`src/ebsme_cfg.svh`:
```
// timing and reset constants for the external bus strobe and mode entry block
// assumes the including file runs on the crystal clock, one edge per crystal period
`ifndef EBSME_CFG_SVH
`define EBSME_CFG_SVH
`define EBSME_MC_STD 4'hc
`define EBSME_MC_DBL 4'h6
`define EBSME_HALF_STD 4'h6
`define EBSME_HALF_DBL 4'h3
`define EBSME_RST_MC 9'h002
`define EBSME_HOST_MC 9'h014
`define EBSME_CNT_MAX 9'h1ff
`define EBSME_AUX_RST 4'hf
`define EBSME_P2_RST 8'hff
`endif

```
`src/ebsme_pkg.sv`:
```
// shared types for the external bus strobe and mode entry block
// assumes the core hands data accesses over as one packed request
package ebsme_pkg;
	// operating mode after reset, one-hot
	typedef enum logic [2:0] {
		EBSME_IN_RESET = 3'h1,
		EBSME_NORMAL = 3'h2,
		EBSME_HOST = 3'h4
	} ebsme_mode_t;
	// one external data memory access from the core
	typedef struct packed {
		logic valid;
		logic write;
		logic wide;
		logic [15:0] addr;
	} ebsme_req_t;
	// a two-way pin seen from the design
	typedef struct packed {
		logic o;
		logic oe;
	} ebsme_pin_t;
endpackage

```
`src/ebsme_top.sv`:
```
// external bus strobes, reset filter and host mode entry of the controller
// assumes clk is the crystal clock; pins arrive unsynchronised, core inputs are on clk
`include "ebsme_cfg.svh"
module ebsme_top (
	input wire logic clk,
	input wire logic reset,
	input wire logic reset_pin,
	input wire logic external_fetch_select_n,
	input wire logic lock_level4,
	input wire logic double_speed,
	input wire logic latch_pulse_off,
	input wire logic [15:0] fetch_addr,
	input wire ebsme_pkg::ebsme_req_t data_req,
	input wire logic [7:0] p2_latch,
	input wire logic aux_wr,
	input wire logic [3:0] aux_wdata,
	input wire logic program_fetch_strobe_n_i,
	input wire logic latch_pin_i,
	input wire logic [3:0] aux_nibble_port_i,
	output ebsme_pkg::ebsme_pin_t program_fetch_strobe_n,
	output ebsme_pkg::ebsme_pin_t latch_pin,
	output logic [7:0] p2_o,
	output logic [7:0] p2_oe,
	output logic [7:0] addr_lo,
	output logic rd_n,
	output logic wr_n,
	output logic data_ack,
	output logic [3:0] aux_nibble_port_o,
	output logic [3:0] aux_nibble_port_oe,
	output logic [3:0] aux_rdata,
	output logic program_pulse_n,
	output ebsme_pkg::ebsme_mode_t mode,
	output logic ext_exec,
	output logic cpu_reset
);
	import ebsme_pkg::*;

	logic [1:0] rst_s_r, program_fetch_strobe_n_s_r, ea_s_r, ale_s_r; // two-stage synchronisers
	logic program_fetch_strobe_n_d_r; // previous synchronised fetch strobe, for edge detect
	logic [3:0] aux_s1_r; // first stage of nibble port sync
	logic [3:0] ph_r; // crystal clock position inside the machine cycle
	logic [8:0] rst_cnt_r; // machine cycles reset has been high, saturating
	logic [3:0] mc_sub_r; // crystal clocks inside the current reset count step
	logic host_req_r; // fetch strobe fell while reset held
	logic data_cyc_r; // this machine cycle carries a data access
	ebsme_req_t cur_r, dreq; // access latched at cycle start; access shown in the first half
	ebsme_mode_t mode_r; // operating mode
	logic [3:0] mc_len, half_len, pos; // cycle length, half length, position in half
	logic half1, take, dfirst; // second half; request taken now; first half of a data cycle
	logic fetch_win; // inside the strobe window of a half
	logic ext_now; // external execution allowed this clock

	// machine cycle length follows the speed option
	always_comb begin
		mc_len = double_speed ? `EBSME_MC_DBL : `EBSME_MC_STD;
		half_len = double_speed ? `EBSME_HALF_DBL : `EBSME_HALF_STD;
		half1 = (ph_r >= half_len);
		pos = half1 ? ph_r - half_len : ph_r;
		fetch_win = (pos != 4'h0) && (pos != half_len - 4'h1);
		// lock level four overrides the select pin
		ext_now = (mode_r == EBSME_NORMAL) && !ea_s_r[1] && !lock_level4;
		// the data address must already stand when the first latch pulse closes
		take = (ph_r == 4'h0) && data_req.valid && (mode_r == EBSME_NORMAL) && !data_ack;
		dfirst = take || (data_cyc_r && !half1);
		dreq = take ? data_req : cur_r;
	end
	// pin synchronisers; only the second stage is read by logic
	always_ff @(posedge clk or posedge reset) begin
		if (reset) begin
			rst_s_r <= 2'h0;
			program_fetch_strobe_n_s_r <= 2'h3;
			ea_s_r <= 2'h3;
			ale_s_r <= 2'h3;
			aux_s1_r <= 4'hf;
			aux_rdata <= 4'hf;
			program_fetch_strobe_n_d_r <= 1'b1;
		end else begin
			rst_s_r <= {rst_s_r[0], reset_pin};
			program_fetch_strobe_n_s_r <= {program_fetch_strobe_n_s_r[0], program_fetch_strobe_n_i};
			ea_s_r <= {ea_s_r[0], external_fetch_select_n};
			ale_s_r <= {ale_s_r[0], latch_pin_i};
			aux_s1_r <= aux_nibble_port_i;
			aux_rdata <= aux_s1_r;
			program_fetch_strobe_n_d_r <= program_fetch_strobe_n_s_r[1];
		end
	end
	// machine cycle phase counter, free running
	always_ff @(posedge clk or posedge reset) begin
		if (reset)
			ph_r <= 4'h0;
		else if (ph_r >= mc_len - 4'h1)
			ph_r <= 4'h0;
		else
			ph_r <= ph_r + 4'h1;
	end
	// count machine cycles of reset high; a low level restarts the count
	always_ff @(posedge clk or posedge reset) begin
		if (reset) begin
			rst_cnt_r <= 9'h000;
			mc_sub_r <= 4'h0;
		end else if (!rst_s_r[1]) begin
			rst_cnt_r <= 9'h000;
			mc_sub_r <= 4'h0;
		end else if (mc_sub_r >= mc_len - 4'h1) begin
			mc_sub_r <= 4'h0;
			if (rst_cnt_r != `EBSME_CNT_MAX)
				rst_cnt_r <= rst_cnt_r + 9'h001;
		end else begin
			mc_sub_r <= mc_sub_r + 4'h1;
		end
	end
	// mode selection; a falling fetch strobe during a long enough reset selects host
	always_ff @(posedge clk or posedge reset) begin
		if (reset) begin
			mode_r <= EBSME_IN_RESET;
			host_req_r <= 1'b0;
		end else begin
			case (mode_r)
				EBSME_IN_RESET: begin
					// edge must come while reset has been high over 20 cycles
					if (rst_s_r[1] && program_fetch_strobe_n_d_r && !program_fetch_strobe_n_s_r[1] &&
					    rst_cnt_r > `EBSME_HOST_MC)
						host_req_r <= 1'b1;
					if (!rst_s_r[1])
						mode_r <= host_req_r ? EBSME_HOST : EBSME_NORMAL;
				end
				EBSME_NORMAL, EBSME_HOST: begin
					host_req_r <= 1'b0;
					if (rst_cnt_r >= `EBSME_RST_MC)
						mode_r <= EBSME_IN_RESET;
				end
				default: mode_r <= EBSME_IN_RESET;
			endcase
		end
	end
	// data access is taken at cycle start and acknowledged at cycle end
	always_ff @(posedge clk or posedge reset) begin
		if (reset) begin
			data_cyc_r <= 1'b0;
			cur_r <= '0;
			data_ack <= 1'b0;
		end else begin
			data_ack <= 1'b0;
			if (ph_r == 4'h0) begin
				data_cyc_r <= take;
				cur_r <= data_req;
			end
			if (ph_r == mc_len - 4'h1 && data_cyc_r) begin
				data_ack <= 1'b1;
				data_cyc_r <= 1'b0;
			end
		end
	end
	// latch pulse at the start of each half; second one dropped in a data cycle
	// the pin is released outside normal mode and read as the programming pulse input only in host mode
	always_ff @(posedge clk or posedge reset) begin
		if (reset) begin
			latch_pin <= '0;
			program_pulse_n <= 1'b1;
			addr_lo <= 8'h00;
		end else begin
			latch_pin.oe <= (mode_r == EBSME_NORMAL);
			program_pulse_n <= (mode_r == EBSME_HOST) ? ale_s_r[1] : 1'b1;
			// half rate gives 1/6 of crystal in 12 clock mode, 1/3 in 6
			latch_pin.o <= (mode_r == EBSME_NORMAL) && !latch_pulse_off &&
			               (pos == 4'h0) && !(half1 && data_cyc_r);
			if (pos == 4'h0)
				addr_lo <= dfirst ? dreq.addr[7:0] : fetch_addr[7:0];
		end
	end
	// fetch strobe: high for internal code, two pulses for external
	always_ff @(posedge clk or posedge reset) begin
		if (reset) begin
			program_fetch_strobe_n <= '{o: 1'b1, oe: 1'b0};
			ext_exec <= 1'b0;
		end else begin
			// released during reset so the host can pull it low
			program_fetch_strobe_n.oe <= (mode_r == EBSME_NORMAL);
			ext_exec <= ext_now;
			// the first half pulse is given over to the data strobe
			program_fetch_strobe_n.o <= !(ext_now && fetch_win &&
			                             !(!half1 && data_cyc_r));
		end
	end
	// data read and write strobes in the first half of a data cycle
	always_ff @(posedge clk or posedge reset) begin
		if (reset) begin
			rd_n <= 1'b1;
			wr_n <= 1'b1;
		end else begin
			rd_n <= !(data_cyc_r && !half1 && fetch_win && !cur_r.write);
			wr_n <= !(data_cyc_r && !half1 && fetch_win && cur_r.write);
		end
	end
	// second port carries the high address, driven hard both ways
	always_ff @(posedge clk or posedge reset) begin
		if (reset) begin
			p2_o <= `EBSME_P2_RST;
			p2_oe <= 8'h00;
		end else if (dfirst && dreq.wide) begin
			p2_o <= dreq.addr[15:8];
			p2_oe <= 8'hff;
		end else if (ext_now && !dfirst) begin
			p2_o <= fetch_addr[15:8];
			p2_oe <= 8'hff;
		end else begin
			// quasi bidirectional: pull-up carries ones, only zeros are driven
			p2_o <= 8'h00;
			p2_oe <= ~p2_latch;
		end
	end

	// nibble port latch; a one leaves the bit on its pull-up as input
	logic [3:0] aux_latch_r; // written port value
	always_ff @(posedge clk or posedge reset) begin
		if (reset)
			aux_latch_r <= `EBSME_AUX_RST;
		else if (aux_wr)
			aux_latch_r <= aux_wdata;
	end
	generate
		for (genvar i = 0; i < 4; i++) begin : g_aux
			// per bit: drive low for a zero, release for a one
			always_ff @(posedge clk or posedge reset) begin
				if (reset) begin
					aux_nibble_port_o[i] <= 1'b0;
					aux_nibble_port_oe[i] <= 1'b0;
				end else begin
					aux_nibble_port_o[i] <= 1'b0;
					aux_nibble_port_oe[i] <= !aux_latch_r[i];
				end
			end
		end
	endgenerate

	// reset to the core and visible mode
	always_ff @(posedge clk or posedge reset) begin
		if (reset) begin
			cpu_reset <= 1'b1;
			mode <= EBSME_IN_RESET;
		end else begin
			cpu_reset <= (mode_r == EBSME_IN_RESET);
			mode <= mode_r;
		end
	end

	// checks
	a_int_program_fetch_strobe_n_high: assert property (@(posedge clk) disable iff (reset)
		!ext_now |=> program_fetch_strobe_n.o) else $error("fetch strobe low on internal code");
	a_lock_internal: assert property (@(posedge clk) disable iff (reset)
		lock_level4 |=> !ext_exec) else $error("external exec under lock");
	a_ea_select: assert property (@(posedge clk) disable iff (reset)
		(mode_r == EBSME_NORMAL && !ea_s_r[1] && !lock_level4) |=> ext_exec)
		else $error("select pin low but no external exec");
	a_latch_off: assert property (@(posedge clk) disable iff (reset)
		latch_pulse_off |=> !latch_pin.o) else $error("latch pulse while off");
	a_latch_width: assert property (@(posedge clk) disable iff (reset)
		$rose(latch_pin.o) |=> !latch_pin.o [*2]) else $error("latch pulse too long or fast");
	a_strobe_excl: assert property (@(posedge clk) disable iff (reset)
		!(!rd_n && !wr_n) && !(!rd_n && !program_fetch_strobe_n.o))
		else $error("strobes overlap");
	a_rst_two_mc: assert property (@(posedge clk) disable iff (reset)
		(mode_r == EBSME_NORMAL && rst_cnt_r == `EBSME_RST_MC) |=> mode_r == EBSME_IN_RESET)
		else $error("reset not taken after two cycles");
	a_host_entry: assert property (@(posedge clk) disable iff (reset)
		(mode_r == EBSME_IN_RESET && !rst_s_r[1] && host_req_r) |=> mode_r == EBSME_HOST)
		else $error("host request not honoured");
	a_program_pulse_n_input: assert property (@(posedge clk) disable iff (reset)
		mode_r == EBSME_HOST |=> !latch_pin.oe && !program_fetch_strobe_n.oe)
		else $error("pin driven in host mode");
	a_data_skip: assert property (@(posedge clk) disable iff (reset)
		(data_cyc_r && half1 && pos == 4'h0) |=> !latch_pin.o)
		else $error("latch pulse not skipped");
	c_host: cover property (@(posedge clk) disable iff (reset) mode_r == EBSME_HOST);
	c_read: cover property (@(posedge clk) disable iff (reset) $fell(rd_n));
	c_write: cover property (@(posedge clk) disable iff (reset) $fell(wr_n));
	c_ext_fetch: cover property (@(posedge clk) disable iff (reset) $fell(program_fetch_strobe_n.o));
endmodule

```
`config.mk`:
```
export PLATFORM = sky130hd
export DESIGN_NAME = ebsme_top
export DESIGN_NICKNAME = d
export VERILOG_FILES = /design/src/ebsme_pkg.sv /design/src/ebsme_top.sv
export VERILOG_INCLUDE_DIRS = /design/src
export SDC_FILE = /design/constraint.sdc
export NUM_CORES = 1
export LEC_CHECK = 0
export ABC_AREA = 1
export BUFFER_PORTS_ARGS = -buffer_cell sky130_fd_sc_hd__buf_2
export CAP_MARGIN = 15
export CORE_AREA = 2 2 92 94
export CTS_BUF_LIST = sky130_fd_sc_hd__clkbuf_16
export CTS_CLUSTER_DIAMETER = 50
export DETAILED_ROUTE_END_ITERATION = 16
export DIE_AREA = 0 0 94 96
export HOLD_SLACK_MARGIN = 0.15
export PLACE_DENSITY_LB_ADDON = 0.2
export SLEW_MARGIN = 20
export SYNTH_ARGS = -nofsm -noshare
export SYNTH_HDL_FRONTEND = slang
export SYNTH_SLANG_ARGS = --single-unit
```
`constraint.sdc`:
```
create_clock -name clk -period 9.15 [get_ports clk]
set_input_delay 2.2875 -clock clk [delete_from_list [all_inputs] [get_ports clk]]
set_output_delay 2.2875 -clock clk [all_outputs]
set_load 0.02 [all_outputs]
```
==> results.ini <==
[detailed_routing]
drt_wl_total_um = 8851
drt_iter0_markers = 134
ant_nets = 0
num_vias = 3442
dr.pass1.iters = 5
drc = 0
wl_per_cell_um = 13.13
vias_per_cell = 5.107

[synthesis]
yosysTopAreaCell = dfrtp_1
syn_inst = 460
synth-seq-cells = 101
synth.area.top_cells = dfrtp_1 37%, dfstp_2 20%, nand2_1 7.1%
yosysWarnings = 0
yosysTopAreaCellShare = 0.3745
yosysSeqAreaShare = 0.5741
synth-edff-count = 0
synthArstFlopShare = 1.000
yosys_most_used_dff = dfrtp_1
syn_area_per_cell_um2 = 9.732
synth_cell_types = 36
netlist_area_um2 = 4477

[worst_setup_path]
critPathLaunch = double_speed
cpMostUsedCell = nand2_1
critPathKind = in -> reg
cpPeakStageDelay_ps = 380
reg2reg_depth = 8
critical_path_required_ps = 9430
end_kind = register
start_kind = input port
cp.arrival_ps = 4160
path_cells = buf_2 -> inv_1 -> ha_1 -> nor2_1 -> nand2_2 -> nand2_4 -> nand2_1 -> nand2_1 -> nand2_1 -> nor2_2 -> nand2_2 -> inv_2 -> nand2_1 -> nand2_1
reg2reg_from = ph_r[1]
slowest_stage = ha_1
cp_max_fo = 13

[cts]
clkTransAtPathRegs_ps = 70
insertion_delay_ps = 340
cts_setup_buffers = 0
cts_buffers = 9
h-tree-depth = 3
cts-root-buf = clkbuf_16
cts_resized = 0
cts_tree = done
cts.sinks = 101
holdBufCountCts = 0
clockBufferDepth = 2

[power_and_ir_drop]
internal_power_w = 0.0009829
swShare = 0.3893
ir_worst_vdd_uv = 113.9
p_seq_frac = 0.397
switchingPower_w = 0.0006266
power.density_nw_per_um2 = 301.6
power.total_w = 0.001609
p_leak_nw = 2.786
clkPwrFrac = 0.224
pwr-share-comb = 0.379

[die]
fp.dieW_um = 94
die_h_um = 96
dieArea_um2 = 9024
std_cell_rows = 33
core_region_area_um2 = 8051
start_util = 0.5560
io_pins = 110

[cells_and_area]
final_common_cell = buf_2
drive_above_1_share = 0.3216
antenna_cells = 0
final_cell_mix = 105 x buf_2, 85 x nand2_1, 67 x dfrtp_1
syn2layout_area_growth_pct = 19.20
final_nets = 640

[worst_hold_path]
whs_path_depth = 0
hp-class = reg -> reg
worstHoldStart = ea_s_r[0]

[timing]
slew_headroom = 0.4587
worstMarginPinSlew_ps = 809.0
rsz0062_at_grt = false
fmax_ghz = 0.2576
finalHoldViolations = 0
setup_violations = 0
finalClockSkew_ps = 5.631
period_share = 0.4243
fin_crit_ps = 3882
timing.setup.tns_ps = 0
drv_slew = 0

[global_routing]
antenna_found_initial = 0
first_global_vias = 3193
grt_max_degree = 65
grt_pass1_wl_um = 14200
grtUsageTotal = 0.2037
overflow = 0

[placed_design]
place_hpwl_um = 6569
gp_congestion = 0.8698
io_buffer_count = 105

[status]
status = finished, final reports clean

[flow_run]
drv_cap = 0

## cell type report
cell class,count,area (µm²)
repair buffers,106,533.0
multi-input cells,289,1600
clock inverters,7,60.06
clock buffers,9,225.2
inverters,57,216.5
fillers,676,2715
flip-flops and latches,101,2570
well taps,105,131.4
## cells by family after synthesis
kind of cell               synth area share
adders and majority gates           0.04192
AOI/OAI and AO/OA                   0.07798
and+or+nand+nor                      0.1873
other                             0.0008377
buffers and inverters               0.07099
xor gates and xnor gates            0.01370
DFF                                  0.5741
muxes                               0.03326
## worst max-delay path: cells and delay by family
| family | cells | cell delay, ps |
|---|---|---|
| buffers and inverters | 3 | 460 |
| and+or+nand+nor | 10 | 1020 |
| adders and majority gates | 1 | 380 |
## path summary, 6_finish.rpt
| path | slack [ps] | end |
|---|---|---|
| setup reg to reg | 6160 | p2_o[2] |
| setup / recovery | 5270 | addr_lo[2] |
| hold reg to reg | 350 | ea_s_r[1] |
| hold / removal | 350 | ea_s_r[1] |
| min in group asynchronous | 1960 | aux_nibble_port_oe[2] |
| max in group asynchronous | 6090 | ext_exec |
## state kept, by name, summed over array words and instances, names as in the netlist, 2 cells and up
| register | count |
|---|---|
| aux_latch_r | 4 |
| aux_nibble_port_oe | 4 |
| p2_o | 8 |
| cur_r | 18 |
| aux_s1_r | 4 |
| aux_rdata | 4 |
| mode | 3 |
| mc_sub_r | 4 |
| ea_s_r | 2 |
| rst_cnt_r | 9 |
| p2_oe | 8 |
| program_fetch_strobe_n_s_r | 2 |
| ale_s_r | 2 |
| rst_s_r | 2 |
| ph_r | 4 |
| program_fetch_strobe_n | 2 |
| mode_r | 3 |
| addr_lo | 8 |
## per-layer routing
| metal | vias up | share of wire | GRT usage |
|---|---|---|---|
| met2 | 110 | 0.50 | 0.3381 |
| met1 | 1629 | 0.41 | 0.2572 |
| met3 | 14 | 0.067 | 0.04777 |
| met5 | - | 0 | 0 |
| met4 | 0 | 0.018 | 0.08937 |
| li1 | 1689 | - | - |
## power by group through the flow
stage | sequential [W] | combinational (W) | clock, W
after detailed placement | 0.000646 | 0.000613 | 0
final | 0.000638 | 0.000610 | 0.000361
after floorplan | 0.000702 | 0.000410 | 0
after CTS | 0.000639 | 0.000616 | 0.000366
after global placement | 0.000641 | 0.000588 | 0
after global routing | 0.000652 | 0.000694 | 0.000384
## cell usage after synthesis, types with 7 or more instances
master,instances
nand3_1,42
dfrtp_1,67
dfstp_2,34
mux2i_1,7
nand2_1,85
mux2_2,7
inv_1,54
ha_1,15
o21ai_0,39
nor2_1,29
a21oi_1,15
## stage by stage
step / hold slack (ps) / worst slack, ps / utilization / area [µm²] / instances
2_1_floorplan: 331.2 / 4272 / - / 4488 / 463
3_3_place_gp: 336.3 / 5018 / 0.6274 / 5051 / 658
3_5_place_dp: 346.2 / 4926 / 0.6274 / 5051 / 658
4_1_cts: 353.3 / 5274 / 0.6628 / 5336 / 674
5_1_grt: 359.6 / 5025 / 0.6628 / 5336 / 674
6_report: 352.8 / 5268 / 0.6628 / 5336 / 674
Power figures use the tool's default switching activity.
